`config.mk`:
```
export PLATFORM = sky130hd
export DESIGN_NAME = ccbt_top
export DESIGN_NICKNAME = d
export VERILOG_FILES = /design/src/inc/ccbt_pkg.sv /design/src/design/ccbt_top.sv
export VERILOG_INCLUDE_DIRS = /design/src /design/src/inc
export SDC_FILE = /design/constraint.sdc
export NUM_CORES = 1
export LEC_CHECK = 0
export ABC_AREA = 1
export ABC_CLOCK_PERIOD_IN_PS = 1650
export BUFFER_PORTS_ARGS = -buffer_cell sky130_fd_sc_hd__buf_2
export CORE_MARGIN = 10
export CORE_UTILIZATION = 52
export CTS_CLUSTER_SIZE = 10
export DETAILED_ROUTE_END_ITERATION = 7
export PLACE_DENSITY = 0.82
export SETUP_SLACK_MARGIN = 0.3
export SYNTH_ARGS = -nofsm -noshare
export SYNTH_HDL_FRONTEND = slang
export SYNTH_SLANG_ARGS = --single-unit
```
`constraint.sdc`:
```
create_clock -name ref_clk -period 1.65 [get_ports ref_clk]
set_input_delay 0.33 -clock ref_clk [delete_from_list [all_inputs] [get_ports ref_clk]]
set_output_delay 0.33 -clock ref_clk [all_outputs]
set_load 0.01 [all_outputs]
```
`src/inc/ccbt_regs.svh`:
```
// register offsets, field positions and reset values of the base timer
// assumes an axi4-lite slave with 32-bit data, one word per register
`ifndef CCBT_REGS_SVH
`define CCBT_REGS_SVH
`define CCBT_CTRL0_OFS 8'h00
`define CCBT_CTRL1_OFS 8'h04
`define CCBT_COUNT_OFS 8'h08
`define CCBT_RMATCH_OFS 8'h0C
`define CCBT_DIV_OFS 8'h10
`define CCBT_CH0CMP_OFS 8'h14
`define CCBT_STATUS_OFS 8'h18
// control zero fields
`define CCBT_SRC_LSB 0
`define CCBT_RMEN_BIT 2
`define CCBT_OVSEL_BIT 3
// control one fields
`define CCBT_CH0EN_BIT 0
`define CCBT_PINEN_BIT 1
`define CCBT_RUN_BIT 2
`define CCBT_METH_LSB 3
// status fields
`define CCBT_PEND_BIT 0
`define CCBT_RUNNING_BIT 1
`define CCBT_CTRL_RST 8'h00
`define CCBT_WORD_RST 16'h0000
`define CCBT_DIV_RST 8'h00
`endif

```
`src/inc/ccbt_pkg.sv`:
```
// types of the base timer
// assumes ccbt_regs.svh holds the numeric constants
package ccbt_pkg;
  typedef enum logic [1:0] {
    CCBT_SRC_CLK1 = 2'h0,
    CCBT_SRC_CLK2 = 2'h1,
    CCBT_SRC_QUAD = 2'h2,
    CCBT_SRC_RSVD = 2'h3
  } ccbt_src_t;
  typedef enum logic [1:0] {
    CCBT_METH_UP = 2'h0,
    CCBT_METH_UPDN = 2'h1,
    CCBT_METH_QUAD = 2'h2,
    CCBT_METH_RSVD = 2'h3
  } ccbt_meth_t;
  // write channel handshake, gray ordered
  typedef enum logic [1:0] {
    CCBT_W_IDLE = 2'h0,
    CCBT_W_RESP = 2'h1
  } ccbt_wst_t;
endpackage

```
`src/design/ccbt_top.sv`:
```
// base timer of the capture/compare unit with an axi4-lite register slave
// assumes clk enables for internal clocks one and two come from the same clock domain;
// quadrature inputs and the external pin are asynchronous
`timescale 1ns/1ps
`include "ccbt_regs.svh"
module ccbt_top #(
  parameter int CW = 16
) (
  // clock and reset
  input wire logic ref_clk,
  input wire logic reset_n,
  input wire logic clk_en,
  // internal count clock enables
  input wire logic internal_clock_one,
  input wire logic internal_clock_two,
  // pins
  input wire logic quadrature_input_a,
  input wire logic quadrature_input_b,
  input wire logic external_interrupt_pin_one,
  // axi4-lite write address
  input wire logic [7:0] s_axi_awaddr,
  input wire logic s_axi_awvalid,
  output logic s_axi_awready,
  // axi4-lite write data
  input wire logic [31:0] s_axi_wdata,
  input wire logic [3:0] s_axi_wstrb,
  input wire logic s_axi_wvalid,
  output logic s_axi_wready,
  // axi4-lite write response
  output logic [1:0] s_axi_bresp,
  output logic s_axi_bvalid,
  input wire logic s_axi_bready,
  // axi4-lite read
  input wire logic [7:0] s_axi_araddr,
  input wire logic s_axi_arvalid,
  output logic s_axi_arready,
  output logic [31:0] s_axi_rdata,
  output logic [1:0] s_axi_rresp,
  output logic s_axi_rvalid,
  input wire logic s_axi_rready,
  // timer state
  output logic base_timer_irq,
  output logic [CW-1:0] base_counter_out
);

  ////////////////////////////////////////////////////////////////////////////
  // registers
  logic [7:0] timer_control_zero;
  logic [7:0] timer_control_one;
  logic [CW-1:0] reset_match_value;
  logic [CW-1:0] channel0_compare_value;
  logic [7:0] count_source_divider;
  logic [CW-1:0] base_counter_value;
  logic pend;
  logic down_dir;
  logic match_hold;
  logic [2:0] qa_sync;
  logic [2:0] qb_sync;
  logic [2:0] pin_sync;
  logic qa_st;
  logic qb_st;
  logic pin_st;
  logic [7:0] div_cnt;
  logic [7:0] aw_addr;
  logic aw_have;
  logic [31:0] w_data;
  logic [3:0] w_strb;
  logic w_have;
  ccbt_pkg::ccbt_wst_t wst;

  // field views
  ccbt_pkg::ccbt_src_t count_source_select;
  ccbt_pkg::ccbt_meth_t count_method_select;
  logic reset_match_enable;
  logic overflow_bit_select;
  logic channel0_match_reset_enable;
  logic pin_reset_enable;
  logic timer_run_bit;
  assign count_source_select = ccbt_pkg::ccbt_src_t'(timer_control_zero[`CCBT_SRC_LSB +: 2]);
  assign reset_match_enable = timer_control_zero[`CCBT_RMEN_BIT];
  assign overflow_bit_select = timer_control_zero[`CCBT_OVSEL_BIT];
  assign channel0_match_reset_enable = timer_control_one[`CCBT_CH0EN_BIT];
  assign pin_reset_enable = timer_control_one[`CCBT_PINEN_BIT];
  assign timer_run_bit = timer_control_one[`CCBT_RUN_BIT];
  assign count_method_select = ccbt_pkg::ccbt_meth_t'(timer_control_one[`CCBT_METH_LSB +: 2]);

  // byte-lane merge for register writes
  function automatic logic [31:0] ccbt_merge(input logic [31:0] old_v, input logic [31:0] new_v,
                                             input logic [3:0] strb);
    logic [31:0] r;
    r = old_v;
    for (int i = 0; i < 4; i++) begin
      if (strb[i]) begin
        r[i*8 +: 8] = new_v[i*8 +: 8];
      end
    end
    return r;
  endfunction

  ////////////////////////////////////////////////////////////////////////////
  // pin synchronisers: a change counts once stages two and three agree
  always_ff @(posedge ref_clk or negedge reset_n) begin
    if (!reset_n) begin
      qa_sync <= 3'h0;
      qb_sync <= 3'h0;
      pin_sync <= 3'h7;
      qa_st <= 1'b0;
      qb_st <= 1'b0;
      pin_st <= 1'b1;
    end else if (clk_en) begin
      qa_sync <= {qa_sync[1:0], quadrature_input_a};
      qb_sync <= {qb_sync[1:0], quadrature_input_b};
      pin_sync <= {pin_sync[1:0], external_interrupt_pin_one};
      if (qa_sync[1] == qa_sync[2]) qa_st <= qa_sync[2];
      if (qb_sync[1] == qb_sync[2]) qb_st <= qb_sync[2];
      if (pin_sync[1] == pin_sync[2]) pin_st <= pin_sync[2];
    end
  end

  // quadrature decode from the settled levels
  logic qa_d;
  logic qb_d;
  logic q_edge;
  logic q_up;
  always_ff @(posedge ref_clk or negedge reset_n) begin
    if (!reset_n) begin
      qa_d <= 1'b0;
      qb_d <= 1'b0;
    end else if (clk_en) begin
      qa_d <= qa_st;
      qb_d <= qb_st;
    end
  end
  assign q_edge = (qa_st ^ qa_d) | (qb_st ^ qb_d); // all edges of both phases
  // a leading b: a ^ old b is high for that phase order
  assign q_up = qa_st ^ qb_d;

  ////////////////////////////////////////////////////////////////////////////
  // count source selection and divider
  logic src_pulse;
  logic tick;
  always_comb begin
    case (count_source_select)
      ccbt_pkg::CCBT_SRC_CLK1: src_pulse = internal_clock_one;
      ccbt_pkg::CCBT_SRC_CLK2: src_pulse = internal_clock_two;
      ccbt_pkg::CCBT_SRC_QUAD: src_pulse = q_edge;
      default: src_pulse = 1'b0;
    endcase
  end
  // divide by n+1; n of zero passes every pulse
  assign tick = src_pulse && (div_cnt == count_source_divider);
  always_ff @(posedge ref_clk or negedge reset_n) begin
    if (!reset_n) begin
      div_cnt <= 8'h00;
    end else if (clk_en) begin
      if (!timer_run_bit) begin
        div_cnt <= 8'h00;
      end else if (src_pulse) begin
        div_cnt <= tick ? 8'h00 : div_cnt + 8'h01;
      end
    end
  end

  ////////////////////////////////////////////////////////////////////////////
  // axi write channel
  logic wr_fire;
  assign wr_fire = aw_have && w_have && (wst == ccbt_pkg::CCBT_W_IDLE);
  always_ff @(posedge ref_clk or negedge reset_n) begin
    if (!reset_n) begin
      aw_have <= 1'b0;
      w_have <= 1'b0;
      aw_addr <= 8'h00;
      w_data <= 32'h0000_0000;
      w_strb <= 4'h0;
      s_axi_awready <= 1'b0;
      s_axi_wready <= 1'b0;
      s_axi_bvalid <= 1'b0;
      s_axi_bresp <= 2'h0;
      wst <= ccbt_pkg::CCBT_W_IDLE;
    end else if (clk_en) begin
      s_axi_awready <= !aw_have && !(s_axi_awvalid && s_axi_awready);
      s_axi_wready <= !w_have && !(s_axi_wvalid && s_axi_wready);
      if (s_axi_awvalid && s_axi_awready) begin
        aw_have <= 1'b1;
        aw_addr <= s_axi_awaddr;
      end
      if (s_axi_wvalid && s_axi_wready) begin
        w_have <= 1'b1;
        w_data <= s_axi_wdata;
        w_strb <= s_axi_wstrb;
      end
      case (wst)
        ccbt_pkg::CCBT_W_IDLE: begin
          if (wr_fire) begin
            s_axi_bvalid <= 1'b1;
            s_axi_bresp <= (aw_addr > `CCBT_STATUS_OFS || aw_addr[1:0] != 2'h0) ? 2'h2 : 2'h0;
            wst <= ccbt_pkg::CCBT_W_RESP;
          end
        end
        default: begin
          if (s_axi_bready) begin
            s_axi_bvalid <= 1'b0;
            aw_have <= 1'b0;
            w_have <= 1'b0;
            wst <= ccbt_pkg::CCBT_W_IDLE;
          end
        end
      endcase
    end
  end

  // control and value registers
  always_ff @(posedge ref_clk or negedge reset_n) begin
    if (!reset_n) begin
      timer_control_zero <= `CCBT_CTRL_RST;
      timer_control_one <= `CCBT_CTRL_RST;
      reset_match_value <= `CCBT_WORD_RST;
      channel0_compare_value <= `CCBT_WORD_RST;
      count_source_divider <= `CCBT_DIV_RST;
    end else if (clk_en && wr_fire) begin
      if (aw_addr == `CCBT_CTRL0_OFS) begin
        timer_control_zero <= 8'(ccbt_merge({24'h0, timer_control_zero}, w_data, w_strb));
      end else if (aw_addr == `CCBT_CTRL1_OFS) begin
        timer_control_one <= 8'(ccbt_merge({24'h0, timer_control_one}, w_data, w_strb));
      end else if (aw_addr == `CCBT_RMATCH_OFS) begin
        reset_match_value <= CW'(ccbt_merge({16'h0, reset_match_value}, w_data, w_strb));
      end else if (aw_addr == `CCBT_DIV_OFS) begin
        count_source_divider <= 8'(ccbt_merge({24'h0, count_source_divider}, w_data, w_strb));
      end else if (aw_addr == `CCBT_CH0CMP_OFS) begin
        channel0_compare_value <= CW'(ccbt_merge({16'h0, channel0_compare_value}, w_data,
                                                 w_strb));
      end
    end
  end

  ////////////////////////////////////////////////////////////////////////////
  // base counter
  logic cnt_wr;
  logic pin_rst;
  logic hit_rm;
  logic hit_c0;
  logic [CW-1:0] next_count;
  logic [CW-1:0] wr_val;
  assign cnt_wr = wr_fire && (aw_addr == `CCBT_COUNT_OFS) && timer_run_bit;
  assign wr_val = CW'(ccbt_merge({16'h0, base_counter_value}, w_data, w_strb));
  assign pin_rst = pin_reset_enable && !pin_st; // level-held reset
  assign hit_rm = reset_match_enable && (base_counter_value == reset_match_value);
  assign hit_c0 = channel0_match_reset_enable
                  && (base_counter_value == channel0_compare_value);
  always_comb begin
    next_count = base_counter_value;
    case (count_method_select)
      ccbt_pkg::CCBT_METH_UPDN: next_count = down_dir ? base_counter_value - 1'b1
                                                      : base_counter_value + 1'b1;
      ccbt_pkg::CCBT_METH_QUAD: next_count = q_up ? base_counter_value + 1'b1
                                                  : base_counter_value - 1'b1;
      default: next_count = base_counter_value + 1'b1; // wraps at all-ones
    endcase
  end

  always_ff @(posedge ref_clk or negedge reset_n) begin
    if (!reset_n) begin
      base_counter_value <= `CCBT_WORD_RST;
      down_dir <= 1'b0;
      match_hold <= 1'b0;
    end else if (clk_en) begin
      if (!timer_run_bit || pin_rst) begin
        base_counter_value <= `CCBT_WORD_RST;
        down_dir <= 1'b0;
        match_hold <= 1'b0;
      end else if (cnt_wr) begin
        base_counter_value <= wr_val; // continues from the written value
        match_hold <= 1'b0;
      end else if (tick) begin
        // the value after the match stands for one tick, zero loads on the next
        match_hold <= hit_rm || hit_c0;
        if (match_hold) begin
          base_counter_value <= `CCBT_WORD_RST;
          down_dir <= 1'b0;
        end else begin
          base_counter_value <= next_count;
          if (count_method_select == ccbt_pkg::CCBT_METH_UPDN) begin
            if (!down_dir && base_counter_value == 16'hFFFE) down_dir <= 1'b1;
            else if (down_dir && base_counter_value == 16'h0001) down_dir <= 1'b0;
          end
        end
      end
    end
  end

  ////////////////////////////////////////////////////////////////////////////
  // interrupt request: overflow of bit 14 or 15, or reset-match; pin reset gives none
  logic ovf;
  logic req;
  logic pend_clr;
  assign ovf = tick && !match_hold && !cnt_wr && (overflow_bit_select
             ? (base_counter_value[15] && !next_count[15])
             : (base_counter_value[14] && !next_count[14]));
  assign req = timer_run_bit && !pin_rst
               && (ovf || (tick && !cnt_wr && hit_rm));
  assign pend_clr = wr_fire && (aw_addr == `CCBT_STATUS_OFS) && w_strb[0]
                    && w_data[`CCBT_PEND_BIT];
  always_ff @(posedge ref_clk or negedge reset_n) begin
    if (!reset_n) begin
      pend <= 1'b0;
      base_timer_irq <= 1'b0;
    end else if (clk_en) begin
      if (req) pend <= 1'b1; // set wins over clear
      else if (pend_clr) pend <= 1'b0;
      base_timer_irq <= req;
    end
  end

  ////////////////////////////////////////////////////////////////////////////
  // axi read channel and counter view
  always_ff @(posedge ref_clk or negedge reset_n) begin
    if (!reset_n) begin
      s_axi_arready <= 1'b0;
      s_axi_rvalid <= 1'b0;
      s_axi_rdata <= 32'h0000_0000;
      s_axi_rresp <= 2'h0;
      base_counter_out <= `CCBT_WORD_RST;
    end else if (clk_en) begin
      base_counter_out <= base_counter_value;
      s_axi_arready <= !s_axi_rvalid && !(s_axi_arvalid && s_axi_arready);
      if (s_axi_arvalid && s_axi_arready) begin
        s_axi_rvalid <= 1'b1;
        s_axi_rresp <= 2'h0;
        if (s_axi_araddr == `CCBT_CTRL0_OFS) s_axi_rdata <= {24'h0, timer_control_zero};
        else if (s_axi_araddr == `CCBT_CTRL1_OFS) s_axi_rdata <= {24'h0, timer_control_one};
        else if (s_axi_araddr == `CCBT_COUNT_OFS)
          s_axi_rdata <= {16'h0, base_counter_value};
        else if (s_axi_araddr == `CCBT_RMATCH_OFS) s_axi_rdata <= {16'h0, reset_match_value};
        else if (s_axi_araddr == `CCBT_DIV_OFS) s_axi_rdata <= {24'h0, count_source_divider};
        else if (s_axi_araddr == `CCBT_CH0CMP_OFS)
          s_axi_rdata <= {16'h0, channel0_compare_value};
        else if (s_axi_araddr == `CCBT_STATUS_OFS) s_axi_rdata <= {30'h0, timer_run_bit, pend};
        else begin
          s_axi_rdata <= 32'h0000_0000;
          s_axi_rresp <= 2'h2;
        end
      end else if (s_axi_rvalid && s_axi_rready) begin
        s_axi_rvalid <= 1'b0;
      end
    end
  end

endmodule

```
* After elaboration in Yosys (flattened, before gate mapping)
Cells that the tools add are included.
Word-level totals: input port bits 65, word-level logic and storage cells 215, register bits 185, output and inout bits 58
Operators by class: mux-type cells 55, reductions and logical operators 82, bitwise gates (word level) 8, equal/unequal tests 29, $lt $le $gt $ge 1, add/sub/neg operators 3
Operators by type and width (number):
- 2-to-1 mux 16 bit | 12
- equality test 8 x 5 -> 1 bit, second input constant | 6
- 2-to-1 mux 8 bit | 5
- equality test 16 bit | 2
- equality test 8 x 4 -> 1 bit, second input constant | 4
- one-hot mux 16 bit (2 select lines) | 1
- logical AND 1 bit | 30
- 2-to-1 mux 1 bit | 24
- 2-to-1 mux 2 bit | 12
- AND reduction 2 bit | 10
- adder 16 x 1 -> 16 bit, second input constant | 1
- equality test 16 x 1 -> 1 bit, second input constant | 1
- equality test 16 bit, second input constant | 1
- equality test 8 x 3 -> 1 bit, second input constant | 2
- zero test 8 bit | 2
- subtractor 16 x 1 -> 16 bit, second input constant | 1
- AND reduction 3 bit | 5
- AND reduction 5 bit | 3
- zero test 1 bit | 14
- AND reduction 7 bit | 2
- nonzero test 2 bit | 5
- adder 8 x 1 -> 8 bit, second input constant | 1
- equality test 8 bit | 1
- > comparator 8 x 5 -> 1 bit, second input constant | 1
- other kinds (16) | 32

* Depth between registers and ports, before layout
depth after elaboration 11, mapped depth 14, mapped depth without buffers 14

* Least setup slack after synthesis
OpenSTA, ideal clock, no wires.
path type register -> register, start point register, netlist name s_axi_bvalid, end point register timer_control_one[0], setup time 0.118 ns, setup slack -0.121 ns, cell stages (with the launch flop) 10, required time 1.532 ns, clock period less this slack 1.771 ns, arrival 1.653 ns, buffers on the path 1, path through dfrtp_1 > nor3_2 > nand2_1 > nor2_2 > inv_1 > nor3_4 > buf_2 > nor2_1 > a21oi_1 > inv_1
RTL lines:
- end signal, assigned | line ccbt_top.sv:216 | timer_control_one <= `CCBT_CTRL_RST;
- end signal, assigned | line ccbt_top.sv:224 | timer_control_one <= 8'(ccbt_merge({24'h0, timer_control_one}, w_data, w_strb));
- end, declared | line ccbt_top.sv:49 | logic [7:0] timer_control_one;

* Final worst setup path
start point register base_counter_value[5], end point register match_hold
On the way: word-level cells in the longest chain between the ends 6, elaborated cells between the ends (all ways) 8, classes of those cells eq/ne (2); mux (3); reduce/logical (3)
RTL lines:
- start, declared | line ccbt_top.sv:53 | logic [CW-1:0] base_counter_value;
- start signal, assigned | line ccbt_top.sv:263 | base_counter_value <= `CCBT_WORD_RST;
- start signal, assigned | line ccbt_top.sv:268 | base_counter_value <= `CCBT_WORD_RST;
- start signal, assigned | line ccbt_top.sv:272 | base_counter_value <= wr_val;
- equality test 16 bit, on equally long branches | line ccbt_top.sv:247, ccbt_top.sv:249
- logical AND 1 bit, on equally long branches | line ccbt_top.sv:247, ccbt_top.sv:249
- logical OR 1 bit (*) | line ccbt_top.sv:276 | match_hold <= hit_rm || hit_c0;
- 2-to-1 mux 1 bit (*) | line ccbt_top.sv:274 | end else if (tick) begin
- 2-to-1 mux 1 bit (*) | line ccbt_top.sv:271 | end else if (cnt_wr) begin
- 2-to-1 mux 1 bit (*) | line ccbt_top.sv:267 | if (!timer_run_bit || pin_rst) begin
- end signal, assigned | line ccbt_top.sv:276
- end, declared | line ccbt_top.sv:56 | logic match_hold;
Mark *: on every way between the ends. The rest lies on a longest branch, timed or not. The select of a mux whose other input is x is not followed. A chain may end at the register's enable or synchronous reset.

==> results by stage <==
Run status:
- The flow ran to the end, but the final reports show violations.
- The checks that failed: setup timing.

Global routing:
- The number of antenna violations at the first check in global routing came to 0.
- In the global route stage, overall resource usage came out at 26.43%.
- The first global-routing pass estimated 46.89 mm of wire.
- The via count of the first global-routing pass is 9078.
- Entering global routing, the biggest net connects 43 pins.
- The total overflow left after global routing is 0.

Placement:
- The pre-CTS setup slack is -0.2622 ns.
- Routability-driven placement finished with a final weighted congestion of 0.9686.
- The number of port buffers is 86.
- In this run the cell area measured after placement is 0.01086 sq mm.
- Detailed placement ended at an HPWL of 20.50 mm.
- The cell count after placement is 1565.

Drt:
- For this block, the initial DRC count from the detailed router was 1372.
- The number of vias in the routed layout is 9686.
- The number of nets still failing antenna checks after routing is 0.
- In the routed layout, each cell is associated on average with a via count of 5.953.
- The remaining routing DRC violations is 0.
- Wires add up to 33.28 mm.
- The final routed wire length divided by cell count is 20.46 um.
- The first detailed-routing pass ran for 7 iterations.

Die:
- The floorplan step defined a die boundary enclosing 0.02257 sq mm.
- The floorplan has 47 rows.
- The core region is 0.01658 sq mm.
- The I/O pin count is 123.
- In this run the horizontal extent of the chip is 150.2 um.
- The die height is 150.2 um.
- Once the floorplan was initialized, standard cells occupied 53.19% of the core.

Worst setup path:
- Of all nets on the critical path, the largest fanout is 6.
- Data arrives at the worst endpoint at 2.52 ns.
- Traced cell by cell, the critical path runs through buf_4, buf_4, inv_1, o22ai_1, nor4_1, nand4_1, nand2_1, nand2_2, nand2_1.
- The category of the worst setup path capture point is a register.
- The buffering stage count on the worst path with inverters included is 3.
- For the worst setup path, the data required time is 2.03 ns.
- On the worst path, the slowest cell contributes a delay of 0.63 ns.
- The category of the worst setup path launch point is a register.
- The slowest stage of the critical path is the nor4_1 cell.
- The type of the worst setup path is reg2reg.
- Broken down by cell family, the worst path's largest delay share belongs to simple AND/OR/NAND/NOR gates.

Layout:
- The area of all sequential standard cells is 0.004148 sq mm.
- Cells with a size suffix above 1 make up 36.03% of the layout.
- In the final layout, the multi-input gates occupy 0.004616 sq mm.
- Counting the fill cells in the layout gives 1069.
- The post-route non-filler standard cell count is 1627.
- The number of antenna diodes in the final layout is 0.
- The final layout net count is 1466.
- From synthesis to final layout, the design area changed by 40.65%.
- Cells fill 74.82% of the core in the end.
- Once layout is done, the placed cells without fillers occupy 0.01241 sq mm.

Min path:
- The worst hold path belongs to the class in2reg.

Clock tree:
- In this run the number of H-tree levels came out at 4.
- The sink count of the clock tree is 165.
- Clock-pin slew was measured on the worst setup and hold paths at 0.07 ns.
- The deepest clock path buffer count is 2.
- Clock tree synthesis inserted a total of 17 buffers.
- The clock network latency to the later pin of the worst-skew pair is 0.45 ns.
- The tree is rooted in a clkbuf_16.
- The CTS tree is built.

Timing:
- The worst relative slew slack is 50.77%.
- The final worst setup slack is -0.4876 ns.
- The max-slew violation total from the final report was 0.
- The final critical delay including setup and external delays is 2.138 ns.
- The final critical-path share of the clock period is 129.6%.
- Setup violations remaining at the end of the flow were counted as 84.
- Setup repair after global routing could not meet its margin everywhere.
- The largest clock skew in the final design is 0.01488 ns.
- The transition time at the pin with the least slew margin is 0.7317 ns.
- The number of hold violations in the final report is 0.
- The maximum operating frequency is 467.8 MHz.

Synthesis:
- Averaged over all synthesized cells, the footprint is 7.862 sq um.
- The count of cell types in the netlist is 54.
- The number of warning messages in the yosys log is 0.
- The sequential fraction of the synthesis area is 46.87%.
- The cell area that synthesis handed to floorplanning was 0.008821 sq mm.
- Counting every instance in the synthesized netlist gives 1122.
- In the synthesized netlist the dominant register cell turns out to be dfrtp_1.
- In this run, synthesis produced a sequential element count of 165.
- The share of synthesized flip-flops with an asynchronous set or reset is 100.0%.
- The count of flip-flops with a built-in enable after synthesis is 0.

Power:
- The power spent charging and discharging nets is 6525 uW.
- The leakage power summed over all cells is 0.006235 uW.
- Total power for the finished layout comes to 16340 uW.
- Net switching is 39.94% of the power.
- The sequential share of power is 36.3%.
- The internal portion of total power is 9814 uW.
- The proportion of power drawn by combinational gates is 37.7%.
- The worst vdd rail ir drop is 1018 uV.
- The power per cell area is 1317 mW/mm^2.
- The clock power share is 26.0%.

Job:
- The number of maximum-capacitance violations is 0.
state kept, by name, summed over array words and instances (netlist names), 2 cells and up:
register,cells
div_cnt,8
aw_addr,8
qa_sync,3
w_data,16
count_source_divider,8
reset_match_value,16
pin_sync,3
qb_sync,3
base_counter_value,16
timer_control_one,8
channel0_compare_value,16
s_axi_rdata,16
w_strb,2
timer_control_zero,8
base_counter_out,16
layout make-up:
| cell class | count | area share, % |
|---|---|---|
| clock buffers | 18 | 3.540 |
| clock inverters | 14 | 1.462 |
| inverters | 122 | 3.953 |
| multi-input cells | 792 | 37.20 |
| flip-flops and latches | 165 | 33.43 |
| well taps | 220 | 2.219 |
| repair buffers | 296 | 18.19 |
power groups by stage:
stage                     registers, uW  logic, uW  clock network (uW)
final                              5920       6170                4250
after global routing               5990       6570                4430
after CTS                          5760       5120                4250
after detailed placement           5800       4550                   0
after global placement             5750       4390                   0
after floorplan                    5650       2630                   0
cells in the mapped netlist (2+ instances only):
library cell,n,area share [%]
dfrtp_1,161,46
nand3_1,55,3.1
a21oi_1,58,3.3
ha_1,7,0.99
mux2i_1,4,0.45
nor2_8,2,0.45
inv_2,3,0.13
nor4_1,7,0.50
nand2_1,281,12
xor2_1,26,2.6
mux2_2,6,0.77
a22oi_1,7,0.60
o21ai_1,8,0.45
nor3_1,10,0.57
clkbuf_1,28,1.2
o22ai_1,19,1.3
o21ai_0,125,7.1
or2_2,4,0.28
nor2_4,3,0.38
o2111ai_1,5,0.50
xnor2_1,11,1.1
nand4_1,11,0.78
buf_1,4,0.17
nor2_1,96,4.1
a221oi_1,3,0.30
inv_1,117,5.0
o211ai_1,3,0.26
dfstp_2,4,1.2
buf_4,18,1.5
a31oi_1,2,0.14
nand3_2,3,0.34
buf_2,8,0.45
a21boi_0,2,0.17
final timing paths:
kind / slack (ns) / depth (start not counted) / to / from
max: -0.49 / 9 / match_hold / base_counter_value[5]
min: 0.09 / 3 / pin_sync[0] / external_interrupt_pin_one
max reg2reg: -0.49 / 9 / match_hold / base_counter_value[5]
min reg2reg: 0.47 / 2 / pin_sync[0] / pin_sync[0]
max in group asynchronous: 0.65 / 3 / pin_st / reset_n
min in group asynchronous: 0.38 / 2 / w_have / reset_n
worst reg2reg max path: stages, from the launching register on:
cell and delay (ns):
dfrtp_2 0.46, buf_4 0.15, buf_4 0.13, inv_1 0.15, o22ai_1 0.12, nor4_1 0.63, nand4_1 0.22, nand2_1 0.12
nand2_2 0.06, nand2_1 0.05
cells by family after synthesis:
kind of cell / count (synthesis) / synth area share [%]
mux: 10 / 1.220
xor+xnor: 37 / 3.674
simple gates: 478 / 23.18
fa+ha+maj: 7 / 0.9929
other cells: 1 / 0.04251
flops: 165 / 46.87
compound gates: 242 / 15.28
buf+inv: 182 / 8.752
placed cells by master, fill, tap and decap left out, types with 9 or more instances in the layout:
cell	instances
nand3_2	13
nor2_1	73
xor2_1	26
nand3_1	39
nor2_2	16
nand2_4	9
o21ai_0	85
a21oi_1	49
inv_1	96
nor2_4	11
buf_2	84
buf_4	172
buf_6	28
o21ai_1	37
dfrtp_1	150
inv_2	16
nand4_1	11
clkbuf_16	18
conb_1	18
nand2_2	22
buf_12	9
nand2_1	251
dfrtp_2	11
a21oi_2	9
o21ai_2	12
o22ai_1	15
metal layers:
layer	GRT usage [%]	part of all wire [%]	routed length (um)
met1	33.19	37	12210
met2	42.01	45	14940
met3	6.393	12	3956
met4	12.88	6.5	2170
met5	0	0	0
stage by stage:
stage               setup TNS [ns]  hold slack (ns)
floorplan                   -1.440          0.03441
global placement            -5.569           0.2650
detailed placement          -7.079           0.2672
CTS                         -4.496          0.08674
global route                -23.35          0.08668
finish                      -17.58          0.09467
timing repair:
| action | in CTS | in global routing |
|---|---|---|
| buffers inserted | 7 | 20 |
| gates resized for setup | 101 | 98 |
| hold endpoints to repair | 33 | 0 |
| setup endpoints to repair | 88 | 95 |
| pin swaps | 22 | 48 |
| hold buffers | 1 | 0 |
| cloned | 1 | 1 |
(Power assumes the default switching activity.)
